==> config.mk <==
export PLATFORM = sky130hd
export DESIGN_NAME = cwd_wave_top
export DESIGN_NICKNAME = d
export VERILOG_FILES = /design/src/common/cwd_pkg.sv /design/src/common/cwd_db_if.sv /design/src/rtl/cwd_wave_top.sv /design/src/rtl/cwd_clk_div.sv /design/src/rtl/cwd_edge_delay.sv
export SDC_FILE = /design/constraint.sdc
export NUM_CORES = 1
export LEC_CHECK = 0
export BUFFER_PORTS_ARGS = -buffer_cell sky130_fd_sc_hd__clkbuf_2
export CAP_MARGIN = 20
export CORE_UTILIZATION = 60
export CTS_CLUSTER_SIZE = 12
export DETAILED_ROUTE_END_ITERATION = 12
export GPL_ROUTABILITY_DRIVEN = 1
export PLACE_DENSITY = 0.89
export SYNTH_ARGS = -nofsm -noshare
export SYNTH_HDL_FRONTEND = slang
export SYNTH_SLANG_ARGS = --single-unit
==> constraint.sdc <==
create_clock -name clk -period 7.7 [get_ports clk]
set_clock_uncertainty 0.2 [all_clocks]
set_input_delay 1.925 -clock clk [delete_from_list [all_inputs] [get_ports clk]]
set_output_delay 1.925 -clock clk [all_outputs]
set_load 0.005 [all_outputs]
==> src/common/cwd_pkg.sv <==
// shared constants for the complementary wave generator register block
package cwd_pkg;
  // ==========================================================
  // instance layout
  localparam int NUM_GEN = 2;          // generator instances
  localparam int NUM_SRC = 16;         // data-source select codes
  localparam int NUM_SHUT = 5;         // shutdown sources per instance
  localparam int DB_W = 6;             // dead-band count width
  localparam int DIV_DEFAULT = 8;      // slow generator clock divide
  // ==========================================================
  // register offsets (byte addresses, 8-bit bus)
  localparam logic [7:0] GEN_STRIDE = 8'h10;
  localparam logic [7:0] OFF_CON0 = 8'h00;
  localparam logic [7:0] OFF_CON1 = 8'h01;
  localparam logic [7:0] OFF_CLKCON = 8'h02;
  localparam logic [7:0] OFF_DAT = 8'h03;
  localparam logic [7:0] OFF_STR = 8'h04;
  localparam logic [7:0] OFF_AS0 = 8'h05;
  localparam logic [7:0] OFF_AS1 = 8'h06;
  localparam logic [7:0] OFF_DBR = 8'h07;
  localparam logic [7:0] OFF_DBF = 8'h08;
  localparam logic [7:0] OFF_IRQ_FLAGS = 8'h20;
  localparam logic [7:0] OFF_IRQ_EN = 8'h21;
  // ==========================================================
  // field positions
  localparam int CON0_EN = 7;          // generator enable
  localparam int CON0_LD = 6;          // buffer load request
  localparam int CON1_IN = 5;          // input state, read only
  localparam int AS0_SHUT = 7;         // shutdown status
  localparam int AS0_REN = 6;          // auto-restart enable
  localparam int AS0_BD_HI = 5;        // shutdown state b/d field
  localparam int AS0_AC_HI = 3;        // shutdown state a/c field
  localparam int IRQ_BIT_BASE = 6;     // gen1 flag bit, gen2 is next
  localparam logic [2:0] MODE_STEER = 3'h0;
  localparam logic [2:0] MODE_SYNC_STEER = 3'h1;
  // ==========================================================
  // writable masks and reset values
  localparam logic [7:0] MASK_CON0 = 8'hC7;
  localparam logic [7:0] MASK_POL = 8'h0F;
  localparam logic [7:0] MASK_CLKCON = 8'h01;
  localparam logic [7:0] MASK_DAT = 8'h0F;
  localparam logic [7:0] MASK_AS0 = 8'hFC;
  localparam logic [7:0] MASK_AS1 = 8'h1F;
  localparam logic [7:0] MASK_DB = 8'h3F;
  localparam logic [7:0] RST_ZERO = 8'h00;
  localparam logic [7:0] RST_AS0 = 8'h14;
  // shutdown pin codes
  localparam logic [1:0] SD_HIGH = 2'h3;
  localparam logic [1:0] SD_LOW = 2'h2;
  localparam logic [1:0] SD_TRI = 2'h1;
endpackage : cwd_pkg

==> src/common/cwd_db_if.sv <==
// link between a generator and one dead-band edge delay
`timescale 1ns/10ps
interface cwd_db_if #(
  parameter int CW = 6
);
  logic tick;          // generator clock enable
  logic level;         // undelayed level
  logic [CW-1:0] count; // programmed delay in ticks
  logic delayed;       // level with rising edge delayed
  modport gen (output tick, output level, output count, input delayed);
  modport dly (input tick, input level, input count, output delayed);
endinterface : cwd_db_if

==> src/rtl/cwd_wave_top.sv <==
// register file and output logic of two complementary wave generators
//
// Notes on behaviour
// (RULE1) falling dead-band count, six bits, own register
// (RULE2) nonzero count N delays N to N+1 periods
// (RULE3) zero count bypasses dead-band entirely
// (RULE4) upper two dead-band bits read zero
// (RULE5) all resets clear the falling count
// (RULE6) polarity bits 3..0, input state bit 5
// (RULE7) override data 7..4, steering enables 3..0
// (RULE8) shutdown status, restart, two state fields
// (RULE9) five shutdown source enables, rest zero
// (RULE10) gen2/gen1 flags bits 7/6, enables alike
// (RULE11) rising count separate six-bit low field
// (RULE12) steered outputs carry data with polarity
// (RULE13) shutdown codes: high, low, float, inactive
// (RULE14) shutdown holds until next data rising edge
// (RULE15) counter restarts each edge, counts generator clock
// (RULE16) both instances identical apart from placement
`timescale 1ns/10ps
module cwd_wave_top
  import cwd_pkg::*;
#(
  parameter int DIV = DIV_DEFAULT
) (
  input wire logic clk,
  input wire logic resetn,
  input wire logic [7:0] regAddr,
  input wire logic [7:0] regWdata,
  input wire logic regWr,
  input wire logic regRd,
  output logic [7:0] regRdata,
  input wire logic [NUM_GEN-1:0][NUM_SRC-1:0] genSrc,
  input wire logic [NUM_GEN-1:0][NUM_SHUT-1:0] shutSrc,
  output logic [NUM_GEN-1:0][3:0] waveOut,
  output logic [NUM_GEN-1:0][3:0] waveOutEn,
  output logic irq
);
  // ==========================================================
  // elaboration check
  if (DIV < 2) begin : g_bad_div
    $error("generator divider must be at least two");
  end

  // ==========================================================
  // reset release
  logic rstMeta; // first synchroniser stage
  logic rstn;    // released reset for the block
  // two flops so release is clean against clk
  always_ff @(posedge clk or negedge resetn) begin
    if (!resetn) begin
      rstMeta <= 1'b0;
      rstn <= 1'b0;
    end else begin
      rstMeta <= 1'b1;
      rstn <= rstMeta;
    end
  end

  // ==========================================================
  // decode helper
  // true when the address hits register off of instance gi
  function automatic logic regHit(input logic [7:0] a, input int gi,
                                  input logic [7:0] off);
    logic [7:0] base;
    base = 8'(gi * int'(GEN_STRIDE));
    return a == (base + off);
  endfunction : regHit

  // ==========================================================
  // register state, one entry per instance except the shared divTick
  logic [7:0] con0 [NUM_GEN];   // enable, load, mode
  logic [3:0] pol [NUM_GEN];    // output polarities
  logic clkSel [NUM_GEN];       // 1 = divided generator clock
  logic [3:0] dat [NUM_GEN];    // data source select
  logic [7:0] steer [NUM_GEN];  // override and steering bits
  logic [7:0] as0 [NUM_GEN];    // shutdown control
  logic [4:0] as1 [NUM_GEN];    // shutdown source enables
  logic [5:0] rising_deadband_count [NUM_GEN];    // rising dead-band count
  logic [5:0] dbf [NUM_GEN];    // falling dead-band count
  logic dataQ [NUM_GEN];        // selected data input, sampled
  logic shutEvt [NUM_GEN];      // shutdown newly entered
  logic [NUM_GEN-1:0] irqFlag;  // sticky interrupt flags
  logic [NUM_GEN-1:0] irqEn;    // interrupt enables
  logic [3:0] next_out [NUM_GEN]; // output levels to register
  logic [3:0] next_oe [NUM_GEN];  // output enables to register
  logic divTick;                // slow generator clock enable

  // ==========================================================
  // slow generator clock
  cwd_clk_div #(
    .DIV(DIV)
  ) u_div (
    .clk(clk),
    .rstn(rstn),
    .tick(divTick)
  );

  // ==========================================================
  // per-instance logic
  // (RULE16) one body serves every instance
  for (genvar g = 0; g < NUM_GEN; g++) begin : g_gen
    logic dataPrev;    // data one cycle back
    logic dataRise;    // data rising edge
    logic srcHit;      // an enabled shutdown source is active
    logic shutHold;    // outputs kept in shutdown state
    logic [7:0] strAct; // steering in use
    logic [5:0] dbrAct; // rising count in use
    logic [5:0] dbfAct; // falling count in use
    logic genTick;     // dead-band clock enable
    logic [2:0] mode;  // operating mode
    logic inShut;      // shutdown state applies
    cwd_db_if #(.CW(DB_W)) riseIf ();
    cwd_db_if #(.CW(DB_W)) fallIf ();

    assign mode = con0[g][2:0];
    assign srcHit = |(as1[g] & shutSrc[g]);
    assign dataRise = dataQ[g] && !dataPrev;
    assign inShut = as0[g][AS0_SHUT] || shutHold;
    assign shutEvt[g] = srcHit && !as0[g][AS0_SHUT];
    // (RULE15) counts only the selected generator clock
    assign genTick = clkSel[g] ? divTick : 1'b1;

    // sample the selected source; reserved codes read low
    always_ff @(posedge clk or negedge rstn) begin
      if (!rstn) begin
        dataQ[g] <= 1'b0;
        dataPrev <= 1'b0;
      end else begin
        dataQ[g] <= genSrc[g][dat[g]] && (dat[g] < 4'hE);
        dataPrev <= dataQ[g];
      end
    end

    // plain control registers
    always_ff @(posedge clk or negedge rstn) begin
      if (!rstn) begin
        pol[g] <= '0;
        clkSel[g] <= 1'b0;
        dat[g] <= '0;
        steer[g] <= RST_ZERO;
        as1[g] <= '0;
        rising_deadband_count[g] <= '0;
        // (RULE5) every reset clears the count
        dbf[g] <= '0;
      end else if (regWr) begin
        // (RULE6) polarity selects in bits 3..0
        if (regHit(regAddr, g, OFF_CON1)) pol[g] <= regWdata[3:0];
        if (regHit(regAddr, g, OFF_CLKCON)) clkSel[g] <= regWdata[0];
        if (regHit(regAddr, g, OFF_DAT)) dat[g] <= regWdata[3:0];
        // (RULE7) override data high, enables low
        if (regHit(regAddr, g, OFF_STR)) steer[g] <= regWdata;
        // (RULE9) five source enables only
        if (regHit(regAddr, g, OFF_AS1)) as1[g] <= regWdata[4:0];
        // (RULE11) rising count in its own register
        if (regHit(regAddr, g, OFF_DBR)) rising_deadband_count[g] <= regWdata[5:0];
        // (RULE1) falling count bits 5..0
        if (regHit(regAddr, g, OFF_DBF)) dbf[g] <= regWdata[5:0];
      end
    end

    // enable, mode and load request; hardware clears load
    always_ff @(posedge clk or negedge rstn) begin
      if (!rstn) begin
        con0[g] <= RST_ZERO;
      end else if (regWr && regHit(regAddr, g, OFF_CON0)) begin
        con0[g] <= regWdata & MASK_CON0;
      end else if (con0[g][CON0_LD] && con0[g][CON0_EN] && dataRise) begin
        con0[g][CON0_LD] <= 1'b0;
      end
    end

    // double buffer: live while disabled, else at loaded edge
    always_ff @(posedge clk or negedge rstn) begin
      if (!rstn) begin
        strAct <= RST_ZERO;
        dbrAct <= '0;
        dbfAct <= '0;
      end else if (!con0[g][CON0_EN]
                   || (con0[g][CON0_LD] && dataRise)) begin
        strAct <= steer[g];
        dbrAct <= rising_deadband_count[g];
        dbfAct <= dbf[g];
      end
    end

    // shutdown status: source set wins over any clear
    always_ff @(posedge clk or negedge rstn) begin
      if (!rstn) begin
        as0[g] <= RST_AS0;
      end else begin
        if (regWr && regHit(regAddr, g, OFF_AS0)) begin
          // (RULE8) status, restart and both state fields
          as0[g] <= regWdata & MASK_AS0;
        end else if (as0[g][AS0_REN] && !srcHit) begin
          // auto-restart drops status once sources go quiet
          as0[g][AS0_SHUT] <= 1'b0;
        end
        if (srcHit) begin
          as0[g][AS0_SHUT] <= 1'b1;
        end
      end
    end

    // (RULE14) hold shutdown until next data rising edge
    always_ff @(posedge clk or negedge rstn) begin
      if (!rstn) begin
        shutHold <= 1'b0;
      end else if (as0[g][AS0_SHUT]) begin
        shutHold <= 1'b1;
      end else if (dataRise) begin
        shutHold <= 1'b0;
      end
    end

    // rising dead-band on the primary phase
    assign riseIf.tick = genTick;
    assign riseIf.level = dataQ[g];
    assign riseIf.count = dbrAct;
    // falling dead-band on the complementary phase
    assign fallIf.tick = genTick;
    assign fallIf.level = !dataQ[g];
    assign fallIf.count = dbfAct;

    cwd_edge_delay u_rise (
      .clk(clk),
      .rstn(rstn),
      .db(riseIf)
    );

    // (RULE15) complement held off until count expires
    cwd_edge_delay u_fall (
      .clk(clk),
      .rstn(rstn),
      .db(fallIf)
    );

    // output selection for the four pins
    always_comb begin
      logic [1:0] code;
      logic [3:0] base;
      code = 2'h0;
      base = 4'h0;
      for (int i = 0; i < 4; i++) begin
        if (mode == MODE_STEER || mode == MODE_SYNC_STEER) begin
          // (RULE12) steered pins carry data with polarity
          if ((mode == MODE_STEER) ? steer[g][i] : strAct[i]) begin
            base[i] = dataQ[g] ^ pol[g][i];
          end else begin
            base[i] = (mode == MODE_STEER) ? steer[g][i+4] : strAct[i+4];
          end
        end else begin
          // bridge modes: a/c primary, b/d complementary
          base[i] = ((i % 2 == 0) ? riseIf.delayed : fallIf.delayed)
                    ^ pol[g][i];
        end
      end
      next_oe[g] = 4'hF;
      next_out[g] = base;
      if (!con0[g][CON0_EN]) begin
        // disabled: inactive level, polarity applied
        next_out[g] = pol[g];
      end
      if (inShut) begin
        for (int i = 0; i < 4; i++) begin
          // b/d use the upper field, a/c the lower
          code = (i % 2 == 1) ? as0[g][AS0_BD_HI -: 2]
                              : as0[g][AS0_AC_HI -: 2];
          // (RULE13) pick level or float per code
          unique case (code)
            SD_HIGH: next_out[g][i] = 1'b1;
            SD_LOW: next_out[g][i] = 1'b0;
            SD_TRI: next_oe[g][i] = 1'b0;
            default: next_out[g][i] = pol[g][i];
          endcase
        end
      end
    end
  end

  // ==========================================================
  // interrupt flags and enables
  // (RULE10) flag per instance, set beats write-one clear
  always_ff @(posedge clk or negedge rstn) begin
    if (!rstn) begin
      irqFlag <= '0;
      irqEn <= '0;
    end else begin
      for (int g = 0; g < NUM_GEN; g++) begin
        if (shutEvt[g]) begin
          irqFlag[g] <= 1'b1;
        end else if (regWr && regAddr == OFF_IRQ_FLAGS
                     && regWdata[IRQ_BIT_BASE + g]) begin
          irqFlag[g] <= 1'b0;
        end
        if (regWr && regAddr == OFF_IRQ_EN) begin
          irqEn[g] <= regWdata[IRQ_BIT_BASE + g];
        end
      end
    end
  end

  // ==========================================================
  // registered outputs
  // pins and interrupt come straight from flops
  always_ff @(posedge clk or negedge rstn) begin
    if (!rstn) begin
      waveOut <= '0;
      waveOutEn <= '0;
      irq <= 1'b0;
    end else begin
      for (int g = 0; g < NUM_GEN; g++) begin
        waveOut[g] <= next_out[g];
        waveOutEn[g] <= next_oe[g];
      end
      irq <= |(irqFlag & irqEn);
    end
  end

  // ==========================================================
  // read path
  logic [7:0] next_rdata; // value for the read answer
  // unmapped addresses answer zero
  always_comb begin
    next_rdata = 8'h00;
    for (int g = 0; g < NUM_GEN; g++) begin
      if (regHit(regAddr, g, OFF_CON0)) next_rdata = con0[g];
      // (RULE6) input state shows in bit 5
      if (regHit(regAddr, g, OFF_CON1)) begin
        next_rdata = {2'h0, dataQ[g], 1'b0, pol[g]};
      end
      if (regHit(regAddr, g, OFF_CLKCON)) next_rdata = {7'h00, clkSel[g]};
      if (regHit(regAddr, g, OFF_DAT)) next_rdata = {4'h0, dat[g]};
      if (regHit(regAddr, g, OFF_STR)) next_rdata = steer[g];
      // (RULE8) low two bits read zero
      if (regHit(regAddr, g, OFF_AS0)) next_rdata = as0[g] & MASK_AS0;
      if (regHit(regAddr, g, OFF_AS1)) next_rdata = {3'h0, as1[g]};
      if (regHit(regAddr, g, OFF_DBR)) next_rdata = {2'h0, rising_deadband_count[g]};
      // (RULE4) bits 7..6 always zero
      if (regHit(regAddr, g, OFF_DBF)) next_rdata = {2'h0, dbf[g]};
    end
    if (regAddr == OFF_IRQ_FLAGS) begin
      next_rdata = {irqFlag, 6'h00};
    end
    if (regAddr == OFF_IRQ_EN) begin
      next_rdata = {irqEn, 6'h00};
    end
  end

  // data stand only in the cycle after the strobe
  always_ff @(posedge clk or negedge rstn) begin
    if (!rstn) begin
      regRdata <= 8'h00;
    end else begin
      regRdata <= regRd ? next_rdata : 8'h00;
    end
  end
endmodule : cwd_wave_top

==> src/rtl/cwd_clk_div.sv <==
// divider giving the slow generator clock as an enable pulse
`timescale 1ns/10ps
module cwd_clk_div #(
  parameter int DIV = 8
) (
  input wire logic clk,
  input wire logic rstn,
  output logic tick
);
  // ==========================================================
  // elaboration check
  if (DIV < 2) begin : g_bad
    $error("divider must be at least two");
  end
  logic [$clog2(DIV)-1:0] cnt; // cycles since last pulse
  // pulse once every DIV cycles
  always_ff @(posedge clk or negedge rstn) begin
    if (!rstn) begin
      cnt <= '0;
      tick <= 1'b0;
    end else if (cnt == $clog2(DIV)'(DIV - 1)) begin
      cnt <= '0;
      tick <= 1'b1;
    end else begin
      cnt <= cnt + 1'b1;
      tick <= 1'b0;
    end
  end
endmodule : cwd_clk_div

==> src/rtl/cwd_edge_delay.sv <==
// dead-band element: delays the rising edge of a level by N+1 ticks, none when N is zero
`timescale 1ns/10ps
module cwd_edge_delay (
  input wire logic clk,
  input wire logic rstn,
  cwd_db_if.dly db
);
  localparam int CW = $bits(db.count);
  logic [CW-1:0] remain; // ticks still to wait
  logic busy;            // a delay is running
  // ==========================================================
  // restart on each rising edge, release after the count
  always_ff @(posedge clk or negedge rstn) begin
    if (!rstn) begin
      remain <= '0;
      busy <= 1'b0;
      db.delayed <= 1'b0;
    end else if (!db.level) begin
      // falling level passes at once and aborts any wait
      busy <= 1'b0;
      db.delayed <= 1'b0;
    end else if (!db.delayed && !busy) begin
      // (RULE3) zero count bypasses
      if (db.count == '0) begin
        db.delayed <= 1'b1;
      end else begin
        remain <= db.count;
        busy <= 1'b1;
      end
    end else if (busy && db.tick) begin
      // (RULE2) n+1 ticks: unknown tick phase then gives n..n+1 periods
      if (remain == '0) begin
        busy <= 1'b0;
        db.delayed <= 1'b1;
      end else begin
        remain <= remain - 1'b1;
      end
    end
  end
endmodule : cwd_edge_delay

After elaboration in Yosys (flattened, before gate mapping)

Cells that the tools add are included.

Bits in registers: 203
Input bits: 62
Output and inout bits: 25

Add/sub/neg operators: 5
Magnitude comparators: 4
Eq/ne operators: 54
Multiplexer cells: 153
Bitwise operators: 21
Reductions and logical operators: 108

Operator list:

| operator            | number |
|---|---|
| $mux 8              | 21 |
| $mux 1              | 99 |
| $mux 6              | 16 |
| $eq 8x5->1 const B  | 9 |
| $logic_not 6->1     | 8 |
| $eq 8x3->1 const B  | 4 |
| $logic_and 1x1->1   | 30 |
| $reduce_and 2->1    | 14 |
| $mux 4              | 6 |
| $ne 3x3->1 const B  | 8 |
| $pmux 1 s3          | 8 |
| $reduce_and 3->1    | 8 |
| $sub 6x1->6 const B | 4 |
| $reduce_bool 2->1   | 10 |
| $reduce_bool 3->1   | 6 |
| $eq 2x2->1 const B  | 8 |
| $eq 8x2->1 const B  | 2 |
| $eq 8x6->1 const B  | 2 |
| $logic_not 1->1     | 16 |
| $reduce_and 4->1    | 4 |
| $xor 1x1->1         | 16 |
| $ne 3x1->1 const B  | 4 |
| $and 5x5->5         | 2 |
| $lt 4x5->1 const B  | 2 |
| other kinds (18)    | 38 |

Depth between registers and ports, before layout

Depth after elaboration: 22
Mapped depth: 8
Mapped depth without buffers: 7

By module

From an unflattened synthesis, not the netlist that was laid out.

Cell total of the unflattened synthesis: 981
Area total of the unflattened synthesis: 10603.9 um2

Modules (own cells, without submodules):

| module         | instances | cells an instance | area an instance (um2) |
|---|---|---|---|
| cwd_wave_top   | 1         | 734               | 8318.0 |
| cwd_edge_delay | 4         | 60                | 539.3 |
| cwd_clk_div    | 1         | 7                 | 128.9 |

Worst setup path after synthesis

No wires, ideal clock.

Kind: input port to flip-flop
From: input port regAddr[0]
To: register dbf[11] (netlist name)
Library setup time: 0.125 ns
Arrival time: 3.177 ns
Data required time: 7.375 ns
Setup slack: 4.198 ns
Stages: 4
Cells stage by stage: buf_2 -> or4b_4 -> nor2_4 -> mux2_2

Cells in the longest elaborated chain, start to end: 2

RTL lines:

| what                          | RTL line            | text |
|---|---|---|
| start, declared               | cwd_wave_top.sv:28  | `input wire logic [7:0] regAddr,` |
| $eq 8x4->1                    | cwd_wave_top.sv:67  | `return a == (base + off);` |
| $reduce_and 2->1 (no line)    | -                   |  |
| end signal, assigned by index | cwd_wave_top.sv:158 | `if (regHit(regAddr, g, OFF_DBF)) dbf[g] <= regWdata[5:0];` |
| end, declared                 | cwd_wave_top.sv:80  | `logic [5:0] dbf [NUM_GEN];` |

No other way between the ends.
A chain may end at the register's enable or synchronous reset.

Worst setup path in the final report

From: input port regAddr[2]
To: register steer[1] (netlist name)

Cells in the longest elaborated chain, start to end: 2

RTL lines:

| what                          | RTL line            | text |
|---|---|---|
| $eq 8x5->1                    | cwd_wave_top.sv:67  |  |
| $reduce_and 2->1 (no line)    | -                   |  |
| end signal, assigned by index | cwd_wave_top.sv:152 | `if (regHit(regAddr, g, OFF_STR)) steer[g] <= regWdata;` |
| end, declared                 | cwd_wave_top.sv:76  | `logic [7:0] steer [NUM_GEN];` |

No other way between the ends.

==> metrics list <==
* Endpoint of the worst hold-timing path: rstn$_DFF_PN0_
- Worst setup slack after placement: 3.18 ns
- H-tree level count: 4
* Count of max-cap constraint violations: 0
- Vias after detailed routing: 8342
- Mapped Avg Cell Area: 10.6 sq um
- Relative to the synthesized area, the layout overhead comes to 10.0%.
- The worst path meets setup with 3.55 ns of slack.
* Maximum number of pins on one net before global-route repair: 73
- CTS tree: done
- For this design, the CTS-stage hold fixing added 0 buffers.
- Number of nets with antenna violations after detailed routing: 0
* Endpoint required time on the critical path: between 7 and 8 ns
- Cells with a size suffix above 1 make up between 20% and 30% of the layout.
- Register bit count reported by yosys: 199
- Summed over all failing endpoints, the final setup total negative slack is 0 ns.
* Worst setup path category: in -> reg
- Final-report setup violation count: 0
* Peak supply drop: 0.172 mV
- In this run the tightest slew margin relative to its limit is 37.7%.
- The finished layout holds between 1000 and 1500 standard cells, fillers aside.
* Cell area after synthesis: 10500 sq um
- Std-Cell Core Area: 16800 sq um
- Clock root buffer: sky130_fd_sc_hd__clkbuf_16
- Diodes inserted: 0
- RSZ-0062 raised after global routing: false
- The die is 134 microns tall.
- The netlist uses 90 different library cells.
* Setup slack on the worst flop-to-flop path: 5.07 ns
- The clock period could shrink to 4.15 ns.
- Leftover overflow at the end of global routing: 0
- 87 I/O pins were placed.
- Along the worst hold path, the cell count comes to 0.
- Max Transition Viols Final: 0
* Number of buffers added for setup after CTS: 0
* Post-synthesis net count: 1056
- The final critical path takes up a little over half of the cycle.
- Post-detailed-placement half-perimeter wirelength: 18100 microns
- Sink count of the clock tree: a little under 200
- Overall die area: 18000 sq um
- The congestion estimate from routability-driven global placement came to 0.963.
- Number of synthesized flops with an enable pin: 0
- The startpoint identified for the worst hold timing path is rstMeta$_DFF_PN0_.
* Initial drt markers: 952
* Static power due to leakage: 5.19 nW
* Antenna violations before repair: 0
* Placed Cells: 1238
* Number of hold violations in the final report: 0
- Startpoint Class: primary input
* Filler Cells Inserted: 1217
* Overall routing resource usage: a little over 30%
- Capturing element type of the critical path: register
* Rows: 47
- After synthesis, the share of flip-flops with an asynchronous set or reset is between 90% and 100%.
* Number of buffers added by the clock tree synthesis step: 17
- Total wire length after detailed routing: 26200 microns
- The first TritonRoute pass finished after 6 iterations.
- In the final design database the tool counted 1107 nets.
- Synth Flop Type: sky130_fd_sc_hd__dfrtp_1
- Data arrives at the worst endpoint at 4.28 ns.
* Post-detailed-route DRC marker count: 0
- The worst register-to-register path ends at g_gen[0].dbrAct[1]$_DFFE_PN0P_.
* Number of global-route vias before repair: 8101
* Gate Count Post-Synth: 986
* Count of cells resized by post-cts repair: 0
- Routed length per instance: ~21 microns
- For this design the ratio of total power to cell area is roughly 250 nW/um^2.
- Worst-skew pair later-pin latency: 0.45 ns
- Synth Warn #: 0
* Worst-path maximum fanout: 40
- The first global-routing pass estimated approximately 42000 microns of wire.
- Worst hold-check slack: between 0.15 and 0.2 ns
- Die Span X: 134 microns
- Clock transition at the registers of the reported paths: around 0.070 ns
- In this run the critical register-to-register path is launched from g_gen[0].riseIf.level$_DFF_PN0_.
- Highest attainable clock frequency: 0.241 GHz
- The flow ran to the end, and the final reports show no timing, DRC or antenna violations.
- Post-DR vias/cell: 6.57
- Max Buffers Root-to-Sink: 2
* Initial cell density of the core: 62.3%
- For the pin with the worst max-slew slack, the measured transition is 0.931 ns.
- After synthesis, flip-flops and latches occupy 47.6% of the total area.
- Worst hold path class: reg -> reg
- Measured in cells, the most critical reg-to-reg path has a length of 5.
* Count of buffers inserted at the top-level ports: 82
-- power breakdown --
group	switching (mW)	internal, mW	leakage (nW)
Clock	0.394	0.541	0.300
Sequential	0.135	1.16	2.63
Combinational	0.355	0.236	2.27
-- per-layer routing --
| metal | track usage (%) | part of all wire, % | vias up |
|---|---|---|---|
| met5 | 0 | 0 | - |
| li1 | - | - | 3718 |
| met1 | 40.4 | 41 | 4122 |
| met3 | 8.13 | 8.8 | 65 |
| met4 | 11.8 | 3.0 | 0 |
| met2 | 48.9 | 48 | 437 |
-- flip-flops by register name (all words and copies together), names as in the netlist, 3 cells and up --
signal                 count
as1                       10
g_gen.dbfAct              12
pol                        8
waveOut                    8
dat                        8
rising_deadband_count     12
dbf                       12
u_div.cnt                  3
as0                       12
g_gen.u_rise.remain       12
steer                     16
regRdata                   8
g_gen.u_fall.remain       12
con0                      10
waveOutEn                  4
g_gen.dbrAct              12
g_gen.strAct              16
-- critical path, cell delays in order --
cell and delay [ns]:
sky130_fd_sc_hd__clkbuf_2 0.69, sky130_fd_sc_hd__nor2b_1 0.82, sky130_fd_sc_hd__nand3_2 0.43, sky130_fd_sc_hd__mux2_2 0.39
-- final cells by class --
| type | count | area, sq um | area share [%] |
|---|---|---|---|
| clock buffer | 18 | 429 | 3.72 |
| clock inverter | 13 | 179 | 1.55 |
| inverter | 33 | 124 | 1.08 |
| multi-input combinational | 700 | 5090 | 44.1 |
| sequential | 199 | 4990 | 43.3 |
| tap | 220 | 275 | 2.39 |
| timing repair buffer | 86 | 440 | 3.82 |
-- cells in the final DEF (no fill, tap or decap), drive strengths merged, types with 5 or more instances in the layout --
cell and count:
nand2 65, nor3 29, o211ai 15, a22o 6, a21oi 59, inv 34
mux2i 16, mux2 126, or3 9, o22ai 10, nor2b 16, o31ai 8
clkinv 7, xnor2 7, or3b 5, ha 8, a21o 7, nand2b 14
a221oi 5, a22oi 14, clkbuf 100, mux4 6, a31oi 5, o21ai 78
a211oi 11, nand3 20, nor4 7, nor2 79, o221ai 8, dfrtp 195
-- worst max path at each step --
stage / from / endpoint / slack (ns)
floorplan: rstn$_DFF_PN0_ / as0[11]$_DFFE_PN0P_ / 1.55
global placement: regAddr[2] / as0[14]$_DFFE_PN0P_ / 3.22
detailed placement: regAddr[2] / as0[14]$_DFFE_PN0P_ / 3.18
CTS: regAddr[2] / as0[14]$_DFFE_PN0P_ / 3.67
global route: regAddr[2] / as0[14]$_DFFE_PN0P_ / 3.45
finish: regAddr[2] / steer[1]$_DFFE_PN0P_ / 3.55
-- per-stage QoR --
stage | area, sq um | utilization [%] | total power [mW]
2_1_floorplan | 10500 | - | 1.73
3_3_place_gp | 10900 | 64.9 | 1.85
3_5_place_dp | 10900 | 64.9 | 1.88
4_1_cts | 11500 | 68.5 | 2.82
5_1_grt | 11500 | 68.5 | 2.96
6_report | 11500 | 68.5 | 2.83
-- cell usage after synthesis (14+ instances only) --
master                     instances  area, sq um
sky130_fd_sc_hd__a21oi_1          58          290
sky130_fd_sc_hd__mux2_2          126         1420
sky130_fd_sc_hd__nor2_1           74          278
sky130_fd_sc_hd__a22oi_1          14          105
sky130_fd_sc_hd__inv_1            32          120
sky130_fd_sc_hd__o211ai_1         15          113
sky130_fd_sc_hd__nand2_1          64          240
sky130_fd_sc_hd__nor2b_1          16          100
sky130_fd_sc_hd__o21ai_0          75          375
sky130_fd_sc_hd__nor3_1           25          125
sky130_fd_sc_hd__clkbuf_1         22         82.6
sky130_fd_sc_hd__nand3_1          17         85.1
sky130_fd_sc_hd__nand2b_1         14         87.6
sky130_fd_sc_hd__buf_2            17         85.1
sky130_fd_sc_hd__mux2i_1          16          160
sky130_fd_sc_hd__dfrtp_1         195         4880
-- kinds of logic after synthesis --
kind of cell / after synthesis / synth area share (%)
buffers and inverters: 87 / 3.82
DFF: 199 / 47.6
adders and majority gates: 8 / 0.956
AOI/OAI and AO/OA: 261 / 16.3
other: 1 / 0.0358
xor gates and xnor gates: 8 / 0.669
muxes: 148 / 16.4
and+or+nand+nor: 274 / 14.3
No activity file was read; power rests on OpenSTA's default activity.
